<file path="config.mk">
export PLATFORM = sky130hd
export DESIGN_NAME = dcw_config_word
export DESIGN_NICKNAME = d
export VERILOG_FILES = /design/src/verilog/dcw_pkg.sv /design/src/verilog/dcw_timer.sv /design/src/verilog/dcw_config_word.sv
export SDC_FILE = /design/constraint.sdc
export NUM_CORES = 1
export LEC_CHECK = 0
export BUFFER_PORTS_ARGS = -buffer_cell sky130_fd_sc_hd__buf_4
export CORE_ASPECT_RATIO = 0.9
export CORE_MARGIN = 2
export CORE_UTILIZATION = 35
export DETAILED_ROUTE_END_ITERATION = 6
export PLACE_DENSITY = 0.49
export SLEW_MARGIN = 15
export SYNTH_ARGS = -nofsm -noshare
export SYNTH_HDL_FRONTEND = slang
export SYNTH_HIERARCHICAL = 1
export SYNTH_SLANG_ARGS = --single-unit
</file>
<file path="constraint.sdc">
create_clock -name clk_sys -period 3.7 [get_ports clk_sys]
set_input_delay 0.185 -clock clk_sys [delete_from_list [all_inputs] [get_ports clk_sys]]
set_output_delay 0.185 -clock clk_sys [all_outputs]
set_load 0.005 [all_outputs]
</file>
<file path="src/verilog/dcw_pkg.sv">
// dcw_pkg: shared constants and types of the device configuration word block
package dcw_pkg;

  // program address space
  localparam logic [13:0] DCW_CFG_ADDR = 14'h2007;
  localparam logic [13:0] DCW_SPACE_LO = 14'h2000;
  localparam logic [13:0] DCW_SPACE_HI = 14'h3FFF;
  // erased word: every bit unprogrammed
  localparam logic [13:0] DCW_ERASED = 14'h3FFF;

  // field positions inside the configuration word
  localparam int DCW_OSC_LSB = 0;
  localparam int DCW_WDT_BIT = 3;
  localparam int DCW_POWERUP_TIMER_BIT = 4;
  localparam int DCW_MCLR_BIT = 7;
  localparam int DCW_CP_PAIRS = 4;
  localparam int DCW_CP_LSB0 = 5;
  localparam int DCW_CP_LSB1 = 8;
  localparam int DCW_CP_LSB2 = 10;
  localparam int DCW_CP_LSB3 = 12;
  localparam logic [1:0] DCW_CP_OFF = 2'h3;

  // oscillator selection codes
  localparam logic [2:0] DCW_OSC_LP = 3'h0;
  localparam logic [2:0] DCW_OSC_XT = 3'h1;
  localparam logic [2:0] DCW_OSC_HS = 3'h2;
  localparam logic [2:0] DCW_OSC_INTERNAL_RC_MODE_IO = 3'h4;
  localparam logic [2:0] DCW_OSC_INTERNAL_RC_MODE_CLK = 3'h5;
  localparam logic [2:0] DCW_OSC_EXTERNAL_RC_MODE_IO = 3'h6;
  localparam logic [2:0] DCW_OSC_EXTERNAL_RC_MODE_CLK = 3'h7;

  // timing
  localparam int DCW_CLK_HZ = 10_000_000;
  localparam int DCW_POWERUP_TIMER_MS = 72;
  localparam int DCW_POWERUP_TIMER_CYCLES = (DCW_POWERUP_TIMER_MS * (DCW_CLK_HZ / 1000));
  localparam int DCW_INTERNAL_RC_MODE_HZ = 4_000_000;
  localparam int DCW_CLOCK_OUTPUT_PIN_DIV = 4;
  localparam int DCW_CLOCK_OUTPUT_PIN_HALF = (DCW_CLK_HZ * DCW_CLOCK_OUTPUT_PIN_DIV) / (2 * DCW_INTERNAL_RC_MODE_HZ);
  localparam int DCW_OST_TICKS = 1024;
  localparam int DCW_WDT_TICKS = 256;
  localparam int DCW_TMR_W = 32;

  // pin synchroniser: bit 0 external reset (idle high), bit 1 oscillator, bit 2 watchdog rc
  localparam logic [2:0] DCW_PIN_IDLE = 3'h1;

  typedef enum logic [2:0] {
    DCW_MODE_LP,
    DCW_MODE_XT,
    DCW_MODE_HS,
    DCW_MODE_INTERNAL_RC_MODE,
    DCW_MODE_EXTERNAL_RC_MODE
  } dcw_mode_t;

  typedef enum logic [2:0] {
    DCW_ST_BOOT,
    DCW_ST_POWERUP_TIMER,
    DCW_ST_OST,
    DCW_ST_RUN,
    DCW_ST_SLEEP,
    DCW_ST_XRST
  } dcw_state_t;

  typedef struct packed {
    dcw_mode_t mode;
    logic clock_output_pin_en;
    logic wdt_en;
    logic powerup_timer_en;
    logic mclr_en;
    logic cp_valid;
    logic [1:0] cp_level;
  } dcw_opts_t;

  localparam dcw_opts_t DCW_OPTS_RST = '{mode: DCW_MODE_LP, clock_output_pin_en: 1'b0, wdt_en: 1'b0,
                                        powerup_timer_en: 1'b0, mclr_en: 1'b0, cp_valid: 1'b0, cp_level: 2'h3};

endpackage : dcw_pkg

</file>
<file path="src/verilog/dcw_timer.sv">
// dcw_timer: loadable down counter advanced by a tick enable
`timescale 1ns/1ps
module dcw_timer #(
  parameter int W = 32
) (
  // clock and reset
  input wire logic clk_sys,
  input wire logic rst_n,
  // control
  input wire logic start,
  input wire logic tick,
  input wire logic [W-1:0] load,
  // status
  output logic busy,
  output logic done
);

  logic [W-1:0] cnt;
  logic [W-1:0] next_cnt;
  logic next_busy;
  logic next_done;

  // start wins over a running count; a load of zero finishes on the first tick
  always_comb begin
    next_cnt = cnt;
    next_busy = busy;
    next_done = 1'b0;
    if (start) begin
      next_cnt = load;
      next_busy = 1'b1;
    end else if (busy && tick) begin
      if (cnt <= W'(1)) begin
        next_cnt = '0;
        next_busy = 1'b0;
        next_done = 1'b1;
      end else begin
        next_cnt = cnt - W'(1);
      end
    end
  end

  always_ff @(posedge clk_sys or negedge rst_n) begin
    if (!rst_n) begin
      cnt <= '0;
      busy <= 1'b0;
      done <= 1'b0;
    end else begin
      cnt <= next_cnt;
      busy <= next_busy;
      done <= next_done;
    end
  end

endmodule : dcw_timer

</file>
<file path="src/verilog/dcw_config_word.sv">
// dcw_config_word: configuration word store, option decode and reset/sleep sequencer
// Operation
// - configuration bits read 0 when programmed, 1 when left erased
// - word lives at 2007h in space 2000h-3FFFh, reachable only in programming mode
// - three-bit field selects one of seven oscillator modes
// - only the fuse disables the watchdog; it runs from its own rc clock
// - power-up timer holds reset 72 ms after power-up only, when enabled
// - start-up timer holds reset until the crystal oscillator is stable
// - sleep ends on external reset, watchdog wake-up or enabled interrupt
// - internal rc gives 4 MHz; rc modes may drive a clock output pin
`timescale 1ns/1ps
module dcw_config_word #(
  parameter int POWERUP_TIMER_CYCLES = dcw_pkg::DCW_POWERUP_TIMER_CYCLES,
  parameter int OST_TICKS = dcw_pkg::DCW_OST_TICKS,
  parameter int WDT_TICKS = dcw_pkg::DCW_WDT_TICKS
) (
  // clock and reset
  input wire logic clk_sys,
  input wire logic rst_n,
  // programming port
  input wire logic prog_mode,
  input wire logic [13:0] prog_addr,
  input wire logic [13:0] prog_wdata,
  input wire logic prog_write,
  input wire logic prog_read,
  output logic [13:0] prog_rdata,
  output logic prog_rvalid,
  // pins
  input wire logic mclr_pin_n,
  input wire logic osc_pin,
  input wire logic wdt_rc_pin,
  output logic clock_output_pin_o,
  output logic clock_output_pin_oe,
  // core side
  input wire logic sleep_req,
  input wire logic wdt_clear,
  input wire logic irq_pending,
  output logic device_reset_n,
  output logic in_sleep,
  output logic wake_event,
  output logic wdt_reset,
  output dcw_pkg::dcw_opts_t options,
  output logic cp_mismatch
);

  localparam int TW = dcw_pkg::DCW_TMR_W;
  localparam int CLOCK_OUTPUT_PIN_GAP = dcw_pkg::DCW_CLOCK_OUTPUT_PIN_HALF;

  ////////////////////////////////////////////////////////////////////////////
  // pin synchronisers
  logic [2:0] s1, s2, s3, filt, filt_d;
  logic [2:0] next_filt;

  // a level counts only once the second and third stages agree
  generate
    for (genvar i = 0; i < 3; i++) begin : g_pin
      assign next_filt[i] = (s2[i] == s3[i]) ? s3[i] : filt[i];
    end
  endgenerate

  always_ff @(posedge clk_sys or negedge rst_n) begin
    if (!rst_n) begin
      s1 <= dcw_pkg::DCW_PIN_IDLE;
      s2 <= dcw_pkg::DCW_PIN_IDLE;
      s3 <= dcw_pkg::DCW_PIN_IDLE;
      filt <= dcw_pkg::DCW_PIN_IDLE;
      filt_d <= dcw_pkg::DCW_PIN_IDLE;
    end else begin
      s1 <= {wdt_rc_pin, osc_pin, mclr_pin_n};
      s2 <= s1;
      s3 <= s2;
      filt <= next_filt;
      filt_d <= filt;
    end
  end

  logic mclr_low, osc_tick, wdt_tick;
  assign osc_tick = filt[1] & ~filt_d[1];
  assign wdt_tick = filt[2] & ~filt_d[2];

  ////////////////////////////////////////////////////////////////////////////
  // configuration word store and programming port
  // the store starts blank at power of the model and is non-volatile from then on
  logic [13:0] cfg_word = dcw_pkg::DCW_ERASED;
  logic [13:0] next_cfg_word;
  logic [13:0] next_rdata;
  logic next_rvalid;
  logic cfg_hit, space_hit;

  assign cfg_hit = prog_mode && (prog_addr == dcw_pkg::DCW_CFG_ADDR);
  assign space_hit = prog_mode && (prog_addr >= dcw_pkg::DCW_SPACE_LO) && (prog_addr <= dcw_pkg::DCW_SPACE_HI);

  always_comb begin
    next_cfg_word = cfg_word;
    next_rdata = prog_rdata;
    next_rvalid = 1'b0;
    // programming can only turn erased ones into zeros
    if (cfg_hit && prog_write) begin
      next_cfg_word = cfg_word & prog_wdata;
    end
    if (space_hit && prog_read) begin
      next_rvalid = 1'b1;
      next_rdata = cfg_hit ? cfg_word : dcw_pkg::DCW_ERASED;
    end
  end

  always_ff @(posedge clk_sys or negedge rst_n) begin
    if (!rst_n) begin
      prog_rdata <= '0;
      prog_rvalid <= 1'b0;
    end else begin
      prog_rdata <= next_rdata;
      prog_rvalid <= next_rvalid;
    end
  end

  // no reset: a programmed word must survive rst_n so that the next boot decodes it
  always_ff @(posedge clk_sys) begin
    cfg_word <= next_cfg_word;
  end

  ////////////////////////////////////////////////////////////////////////////
  // option decode
  dcw_pkg::dcw_opts_t dec, next_options;
  logic [1:0] cp_pair [dcw_pkg::DCW_CP_PAIRS];
  logic cp_agree, crystal;

  assign cp_pair[0] = cfg_word[dcw_pkg::DCW_CP_LSB0 +: 2];
  assign cp_pair[1] = cfg_word[dcw_pkg::DCW_CP_LSB1 +: 2];
  assign cp_pair[2] = cfg_word[dcw_pkg::DCW_CP_LSB2 +: 2];
  assign cp_pair[3] = cfg_word[dcw_pkg::DCW_CP_LSB3 +: 2];
  assign cp_agree = (cp_pair[0] == cp_pair[1]) && (cp_pair[0] == cp_pair[2]) && (cp_pair[0] == cp_pair[3]);

  always_comb begin
    dec = dcw_pkg::DCW_OPTS_RST;
    case (cfg_word[dcw_pkg::DCW_OSC_LSB +: 3])
      dcw_pkg::DCW_OSC_LP: dec.mode = dcw_pkg::DCW_MODE_LP;
      dcw_pkg::DCW_OSC_HS: dec.mode = dcw_pkg::DCW_MODE_HS;
      dcw_pkg::DCW_OSC_INTERNAL_RC_MODE_IO: dec.mode = dcw_pkg::DCW_MODE_INTERNAL_RC_MODE;
      dcw_pkg::DCW_OSC_INTERNAL_RC_MODE_CLK: begin
        dec.mode = dcw_pkg::DCW_MODE_INTERNAL_RC_MODE;
        dec.clock_output_pin_en = 1'b1;
      end
      dcw_pkg::DCW_OSC_EXTERNAL_RC_MODE_IO: dec.mode = dcw_pkg::DCW_MODE_EXTERNAL_RC_MODE;
      dcw_pkg::DCW_OSC_EXTERNAL_RC_MODE_CLK: begin
        dec.mode = dcw_pkg::DCW_MODE_EXTERNAL_RC_MODE;
        dec.clock_output_pin_en = 1'b1;
      end
      default: dec.mode = dcw_pkg::DCW_MODE_XT;
    endcase
    dec.wdt_en = cfg_word[dcw_pkg::DCW_WDT_BIT];
    dec.powerup_timer_en = ~cfg_word[dcw_pkg::DCW_POWERUP_TIMER_BIT];
    dec.mclr_en = cfg_word[dcw_pkg::DCW_MCLR_BIT];
    // a split code is treated as unprotected rather than guessing a level
    dec.cp_valid = cp_agree && (cp_pair[0] != dcw_pkg::DCW_CP_OFF);
    dec.cp_level = cp_agree ? cp_pair[0] : dcw_pkg::DCW_CP_OFF;
  end

  assign crystal = (options.mode == dcw_pkg::DCW_MODE_LP) || (options.mode == dcw_pkg::DCW_MODE_XT) ||
                   (options.mode == dcw_pkg::DCW_MODE_HS);
  assign mclr_low = options.mclr_en && !filt[0];

  ////////////////////////////////////////////////////////////////////////////
  // timers
  logic pt_start, pt_busy, pt_done;
  logic ost_start, ost_busy, ost_done;
  logic wd_start, wd_busy, wd_done, wd_live;

  dcw_timer #(.W(TW)) u_powerup_timer (
    .clk_sys(clk_sys), .rst_n(rst_n), .start(pt_start), .tick(1'b1),
    .load(TW'(POWERUP_TIMER_CYCLES)), .busy(pt_busy), .done(pt_done)
  );
  dcw_timer #(.W(TW)) u_ost (
    .clk_sys(clk_sys), .rst_n(rst_n), .start(ost_start), .tick(osc_tick),
    .load(TW'(OST_TICKS)), .busy(ost_busy), .done(ost_done)
  );
  // watchdog counts edges of its own rc pin, never the system clock rate
  dcw_timer #(.W(TW)) u_wdt (
    .clk_sys(clk_sys), .rst_n(rst_n), .start(wd_start), .tick(wdt_tick),
    .load(TW'(WDT_TICKS)), .busy(wd_busy), .done(wd_done)
  );

  dcw_pkg::dcw_state_t state, next_state;
  assign wd_live = options.wdt_en && ((state == dcw_pkg::DCW_ST_RUN) || (state == dcw_pkg::DCW_ST_SLEEP));
  assign wd_start = wd_live && (wdt_clear || !wd_busy) && !wd_done;

  ////////////////////////////////////////////////////////////////////////////
  // reset and sleep sequencer
  logic next_reset_n, next_sleep, next_wake, next_wdt_reset;

  always_comb begin
    next_state = state;
    next_options = options;
    next_wake = 1'b0;
    next_wdt_reset = 1'b0;
    pt_start = 1'b0;
    ost_start = 1'b0;
    case (state)
      dcw_pkg::DCW_ST_BOOT: begin
        next_options = dec;
        if (dec.powerup_timer_en) begin
          pt_start = 1'b1;
          next_state = dcw_pkg::DCW_ST_POWERUP_TIMER;
        end else begin
          next_state = dcw_pkg::DCW_ST_XRST;
        end
      end
      dcw_pkg::DCW_ST_POWERUP_TIMER: begin
        if (pt_done) begin
          next_state = dcw_pkg::DCW_ST_XRST;
        end
      end
      dcw_pkg::DCW_ST_XRST: begin
        if (!mclr_low) begin
          ost_start = crystal;
          next_state = crystal ? dcw_pkg::DCW_ST_OST : dcw_pkg::DCW_ST_RUN;
        end
      end
      dcw_pkg::DCW_ST_OST: begin
        if (mclr_low) begin
          next_state = dcw_pkg::DCW_ST_XRST;
        end else if (ost_done) begin
          next_state = dcw_pkg::DCW_ST_RUN;
        end
      end
      dcw_pkg::DCW_ST_RUN: begin
        if (mclr_low) begin
          next_state = dcw_pkg::DCW_ST_XRST;
        end else if (wd_done) begin
          next_wdt_reset = 1'b1;
          next_state = dcw_pkg::DCW_ST_XRST;
        end else if (sleep_req) begin
          next_state = dcw_pkg::DCW_ST_SLEEP;
        end
      end
      dcw_pkg::DCW_ST_SLEEP: begin
        if (mclr_low) begin
          next_wake = 1'b1;
          next_state = dcw_pkg::DCW_ST_XRST;
        end else if (wd_done || irq_pending) begin
          next_wake = 1'b1;
          ost_start = crystal;
          next_state = crystal ? dcw_pkg::DCW_ST_OST : dcw_pkg::DCW_ST_RUN;
        end
      end
      default: next_state = dcw_pkg::DCW_ST_BOOT;
    endcase
    next_reset_n = (next_state == dcw_pkg::DCW_ST_RUN) || (next_state == dcw_pkg::DCW_ST_SLEEP);
    next_sleep = (next_state == dcw_pkg::DCW_ST_SLEEP);
  end

  always_ff @(posedge clk_sys or negedge rst_n) begin
    if (!rst_n) begin
      state <= dcw_pkg::DCW_ST_BOOT;
      options <= dcw_pkg::DCW_OPTS_RST;
      device_reset_n <= 1'b0;
      in_sleep <= 1'b0;
      wake_event <= 1'b0;
      wdt_reset <= 1'b0;
      cp_mismatch <= 1'b0;
    end else begin
      state <= next_state;
      options <= next_options;
      device_reset_n <= next_reset_n;
      in_sleep <= next_sleep;
      wake_event <= next_wake;
      wdt_reset <= next_wdt_reset;
      cp_mismatch <= !cp_agree;
    end
  end

  ////////////////////////////////////////////////////////////////////////////
  // clock output: instruction rate, a quarter of the 4 MHz internal rc
  logic [7:0] div_cnt, next_div_cnt;
  logic next_clk_o;

  // exact only in internal rc mode; in external rc mode the pin shows the nominal rate
  always_comb begin
    next_div_cnt = div_cnt;
    next_clk_o = clock_output_pin_o;
    if (!options.clock_output_pin_en) begin
      next_div_cnt = '0;
      next_clk_o = 1'b0;
    end else if (div_cnt == 8'(CLOCK_OUTPUT_PIN_GAP - 1)) begin
      next_div_cnt = '0;
      next_clk_o = !clock_output_pin_o;
    end else begin
      next_div_cnt = div_cnt + 8'h01;
    end
  end

  always_ff @(posedge clk_sys or negedge rst_n) begin
    if (!rst_n) begin
      div_cnt <= '0;
      clock_output_pin_o <= 1'b0;
      clock_output_pin_oe <= 1'b0;
    end else begin
      div_cnt <= next_div_cnt;
      clock_output_pin_o <= next_clk_o;
      clock_output_pin_oe <= options.clock_output_pin_en;
    end
  end
endmodule : dcw_config_word

</file>
### After elaboration in Yosys (flattened, before gate mapping)

Cells that the tools add are included.
Widths: inputs -> output; s select.

| storage, ports and cells | value |
|---|---|
| logic and storage cells | 172 |
| input bits | 39 |
| output and inout bits | 32 |
| flip-flop bits (word level) | 174 |

| cells by class | value |
|---|---|
| multiplexer cells | 60 |
| reduce and logical (&&, ||, !) cells | 38 |
| bitwise operators | 6 |
| order comparisons | 5 |
| equal/unequal tests | 24 |
| add/sub/neg operators | 4 |

Operator list:

| cell | number |
|---|---|
| $mux 32 | 9 |
| $le 32x1->1 const B | 3 |
| $sub 32x1->32 const B | 3 |
| $mux 1 | 34 |
| $mux 3 | 10 |
| $eq 3x3->1 const B | 7 |
| $pmux 3 s6 | 1 |
| $mux 8 | 2 |
| $eq 3x2->1 const B | 5 |
| $and 14x14->14 | 1 |
| $eq 14x14->1 const B | 1 |
| $ge 14x14->1 const B | 1 |
| $le 14x14->1 const B | 1 |
| $logic_and 1x1->1 | 14 |
| $mux 14 | 1 |
| $pmux 3 s4 | 1 |
| $reduce_bool 2->1 | 5 |
| $logic_not 3->1 | 3 |
| $add 8x1->8 const B | 1 |
| $eq 8x3->1 const B | 1 |
| $eq 2x2->1 | 3 |
| $eq 3x1->1 const B | 2 |
| $logic_or 1x1->1 | 6 |
| $reduce_or 2->1 | 3 |
| other kinds (9) | 19 |

### Longest topological paths before layout

| logic depth | value |
|---|---|
| word-level depth | 9 |
| mapped depth | 11 |
| gate-level depth less buffers | 8 |

### Cells and area by module

The synthesis kept the hierarchy.

Modules (own cells, without submodules):

| module | seq. area each (µm²) | cells each | times used | area each (µm²) |
|---|---|---|---|---|
| dcw_timer at u_ost ... | 850.8 | 267 | 2 | 2233.4 |
| dcw_config_word | 1854.3 | 226 | 1 | 2849.0 |
| dcw_timer at u_wdt | 850.8 | 250 | 1 | 2289.7 |

### Worst setup path before layout

Ideal clock, no wire load.

| path | value |
|---|---|
| path kind | reg-to-reg |
| start | reg state[1] |
| end | reg u_wdt.cnt[7] |
| arrival time | 2.143 ns |
| period minus slack after synthesis | 2.285 ns |
| cell stages (with the launch flop) | 9 |
| required time | 3.558 ns |
| buffers on the path | 3 |
| slack | 1.415 ns |
| library setup time | 0.142 ns |
| path through | dfrtp_1 nand2b_1 nor2_1 a21oi_1 nor4b_1 clkbuf_1 clkbuf_1 clkbuf_1 o221ai_1 |

| on the way | value |
|---|---|
| cells in the longest elaborated chain, start to end | 6 |
| elaborated cells between the ends (all ways) | 8 |
| those cells by class | eq/ne: 2; mux: 1; reduce/logical: 5 |

Ends and longest elaborated chain:

| item | RTL line | text |
|---|---|---|
| start, declared | dcw_config_word.sv:183 | `dcw_pkg::dcw_state_t state, next_state;` |
| start signal, assigned | dcw_config_word.sv:254 | `state <= dcw_pkg::DCW_ST_BOOT;` |
| start signal, assigned | dcw_config_word.sv:262 | `state <= next_state;` |
| $eq 3x2->1 / $eq 3x3->1 (equally long branches) | dcw_config_word.sv:184 | `assign wd_live = options.wdt_en && ((state == dcw_pkg::DCW_ST_RUN) \|\| (state == dcw_pkg::DCW_ST_SLEEP));` |
| $logic_or 1x1->1 * | dcw_config_word.sv:184 |  |
| $logic_and 1x1->1 * | dcw_config_word.sv:184 |  |
| $logic_and 1x1->1 * (2 in a row) | dcw_config_word.sv:185 | `assign wd_start = wd_live && (wdt_clear \|\| !wd_busy) && !wd_done;` |
| named net wd_start | dcw_config_word.sv:167 | `logic wd_start, wd_busy, wd_done, wd_live;` |
| $mux 32 / $reduce_bool 2->1 (equally long branches) | -- |  |
| end signal, assigned | dcw_timer.sv:48 | `cnt <= next_cnt;` |
| end, declared | dcw_timer.sv:18 | `logic [W-1:0] cnt;` |

The timed path passes the listed nets; every way through them passes the cells marked *.
A chain may end at the register's enable or synchronous reset.

### Worst setup path after layout

| path | value |
|---|---|
| start | reg u_ost.cnt[10] |
| end | reg u_ost.cnt[19] |

| on the way | value |
|---|---|
| cells in the longest elaborated chain, start to end | 4 |
| elaborated cells between the ends (all ways) | 5 |
| those cells by class | add/sub: 1; order compare: 1; mux: 3 |

Ends and longest elaborated chain:

| item | RTL line | text |
|---|---|---|
| start, declared | dcw_timer.sv:18 |  |
| start signal, assigned | dcw_timer.sv:48 |  |
| $sub 32x1->32 / $le 32x1->1 (equally long branches) | dcw_timer.sv:37, dcw_timer.sv:32 |  |
| $mux 32 * | dcw_timer.sv:32 | `if (cnt <= W'(1)) begin` |
| $mux 32 * | dcw_timer.sv:31 | `end else if (busy && tick) begin` |
| $mux 32 * | dcw_timer.sv:28 | `if (start) begin` |

Every way passes the cells marked *; elsewhere a longest branch is shown, timed or not. The select of a mux whose other input is x is not followed.

==> impl_results.md <==
* CP Cell Sequence: nor4_4 -> nand4_1 -> or4_1 -> and3_1 -> a311o_1
* DPL Wire Length at 16,440 um
* Setup TNS at 0 ns
* Main area contributors after synthesis: dfrtp_1 (40%), edfxtp_1 (4.4%), nand2_1 (3.6%)
* Placed cell area at 10,770 um^2
* Yosys reg bits at 173
* Worst path bufs/invs at 0
* Final hold viol count at 0
* Clk sinks at 173
* Avg Cell Area, Syn at about 9.5 um^2
* Worst R2R End: u_ost/cnt[19]$_DFFE_PN0P_
* Starting density of the core at 35.63%
* Area growth syn-to-layout at 18.95%
* Setup slack, reg-to-reg at 0.79 ns
* Critical path required time at 4.02 ns
* Non-filler cells, final at 1,526
* Ys Warns at 6
* Run status: finished clean
* Initial DRC count at 579
* Worst setup EP type: register
* DR DRC count at 0
* WL/cell at 16.32 um
* H-tree Lvls at 4
* CTS root buffer: clkbuf_16
* Most frequent cells in the layout: dfrtp_1 (153), conb_1 (99), buf_4 (93)
* Pwr per Cell Area at 595.2 nW/um^2
* Cell Rows at 57
* RSZ-0062 raised after global routing: false
* I/O pin count at between 70 and 80
* Routed vias/inst at ~5.3
* Worst Hold Class: input pin to register
* First-pass GRT wire length at 42,290 um
* Fin crit share at just under 80%
* Switch Pwr at 0.002507 W
* Via count at roughly 8,000
* Number of global-route vias before repair at 7,914
* Critical path's slowest cell: or4_1
* Fmax at about 340 MHz
* Count of cell types in the netlist at 84
* Clock-pin slew of the registers on the worst-case setup and hold paths at 0.07 ns
* Diodes inserted at 0
* Worst IR Drop VDD at 0.3591 mV
* Slew HR at about 30%
* WS Path Type: register to register
* Die area at approximately 29,000 um^2
* Design area at 11,430 um^2
* Leakage at 4.381 nW
* Final Util at between 40% and 50%
* Post-synth top flop: dfrtp_1
* Nets@finish at 1,206
* Detailed Routing Iterations Pass 1 at 5
* Layout cell share with drive strength beyond 1 at 14.16%
* Mapped Cells at 1,010
* Worst R2R Path Depth at 5
* Hold Path Sink: cfg_word[9]$_DFFE_PP_
* Clock skew at between 0.008 and 0.009 ns
* CP Launch Type: register
* Reg2reg start: u_ost/cnt[10]$_DFFE_PN0P_
* Largest net degree at the start of global routing at 89
* Gate power share at between 20% and 30%
* Overflow after GRT at 0
* Placed Cells at 1,489
* CP top delay family: simple AND/OR/NAND/NOR gates
* Fin. max-slew vios at 0
* Synth top area share at roughly two fifths
* Pint at 0.004293 W
* Async set or reset register ratio after synthesis at 91.91%
* IO Port Bufs at 70
* Clk_lat worst skew at between 0.4 and 0.5 ns
* Setup Buffers After CTS at 0
* Die Y at 161.2 um
* GRT Util Overall at 18.22%
* Register area share after synthesis at 45.88%
* Num CTS Buffers at 17
* Gpl congestion at 0.7828
* Yosys top cell by area: dfrtp_1
* Post-Syn Area at 9605 um^2
* Period minus WS final at between 2 and 3 ns
* Clock power frac at 27.6%
* Initial antenna violation count at 0
* Slew @ Worst Pin at 1.056 ns
* Worst Hold Path Cells at 2
* Worst Min Path Start: prog_wdata[9]
* CTS tree: built
* Sequential Power Share at 45.7%
* WL final at 24,910 um
* Most common cell after layout, fill and taps aside: dfrtp_1
* Post-synth EDFFs at 14
* Final setup viols at 0
* Post-DRT Antenna Nets at 0
* Core area at 26,960 um^2
* Slowest stage delay, CP at 1.01 ns
* Max_cap viols at 0
* Die X at 178.6 um
* Critical Path Fanout Max at 26
* CTS max path bufs at 2
* Worst EP arrival at approximately 3.2 ns
* Sw Ratio at between 30% and 40%
[state kept, by name (all words and copies together), names as in the netlist, 8 cells and up]
register and cells:
u_ost/cnt 32, div_cnt 8, prog_rdata 14, u_powerup_timer/cnt 32
options 10, u_wdt/cnt 32, cfg_word 14
[worst max-delay path by stage]
stage / start / to / slack [ns] / cells past startpoint
6_report: u_ost/cnt[10]$_DFFE_PN0P_ / u_ost/cnt[19]$_DFFE_PN0P_ / 0.79 / 5
4_1_cts: u_ost/cnt[10]$_DFFE_PN0P_ / u_ost/cnt[19]$_DFFE_PN0P_ / 0.83 / 5
5_1_grt: u_ost/cnt[10]$_DFFE_PN0P_ / u_ost/cnt[21]$_DFFE_PN0P_ / 0.67 / 5
3_3_place_gp: u_ost/cnt[10]$_DFFE_PN0P_ / u_ost/cnt[19]$_DFFE_PN0P_ / 0.88 / 5
2_1_floorplan: state[1]$_DFF_PN0_ / u_wdt/cnt[7]$_DFFE_PN0P_ / 1.41 / 8
3_5_place_dp: u_ost/cnt[10]$_DFFE_PN0P_ / u_ost/cnt[19]$_DFFE_PN0P_ / 0.87 / 5
[through the flow]
stage / power (W) / setup WS (ns) / hold slack, ns
CTS: 0.006880 / 0.8298 / 0.004757
global placement: 0.004934 / 0.8792 / 0.2953
finish: 0.006800 / 0.7920 / 0.02662
detailed placement: 0.004947 / 0.8700 / 0.2956
global route: 0.007319 / 0.6657 / 0.01073
floorplan: 0.004321 / 1.415 / -0.1106
[layer usage]
metal / routed length, um / vias to the layer above / part of all wire (%) / global-route usage (%)
met5: 0 / - / 0 / 0
met4: 286 / 0 / 1.1 / 5.137
met3: 1034 / 21 / 4.2 / 3.084
met2: 10600 / 170 / 43 / 26.64
met1: 12980 / 3892 / 52 / 27.56
li1: - / 4053 / - / -
[area by class of cell]
class / instances / area, um^2
inverters: 24 / 90.09
clock buffers: 18 / 429.2
multi-input cells: 844 / 5122
flip-flops and latches: 173 / 4407
clock inverters: 14 / 175.2
fillers: 2649 / 15530
well taps: 354 / 442.9
repair buffers: 99 / 759.5
[power groups by stage]
stage	clock (W)	sequential (W)	combinational (W)
after floorplan	0	0.00293	0.00139
after global placement	0	0.00313	0.00180
after detailed placement	0	0.00313	0.00182
after CTS	0.00195	0.00310	0.00183
after global routing	0.00203	0.00322	0.00207
final	0.00188	0.00311	0.00181
[Yosys cell counts, types with 9 or more instances]
cell and instances:
edfxtp_1 14, o21ai_1 14, dfrtp_1 153, a32oi_1 12
clkbuf_1 39, o21a_1 13, o22a_1 14, nand3_1 37
inv_1 24, o311ai_0 9, a31oi_1 16, nor4_1 23
a21oi_1 44, nand4_1 33, and4_1 9, buf_2 12
nor3_1 56, nor2_1 67, nand2_1 92, and3_1 13
o41ai_1 12, o31a_1 11, and2_1 21, o211ai_1 14
or4_1 15, o21ai_0 39, a2bb2oi_1 17, or3_1 24
[cell families (layout without fill, tap and decap cells)]
| logic type | Yosys count | count (layout) | share of synthesized area (%) |
|---|---|---|---|
| other cells | 2 | 99 | 0.07818 |
| fa+ha+maj | 11 | 11 | 1.355 |
| compound gates | 268 | 268 | 20.03 |
| simple gates | 444 | 444 | 25.75 |
| mux | 8 | 8 | 0.8337 |
| flops | 173 | 173 | 45.88 |
| buf+inv | 90 | 155 | 4.794 |
| xor+xnor | 14 | 14 | 1.277 |
[what timing repair did]
item / CTS / global route
hold endpoints to repair: 84 / 0
hold buffers: 5 / 0
resized for setup: 0 / 0
No activity file was read; power rests on OpenSTA's default activity.
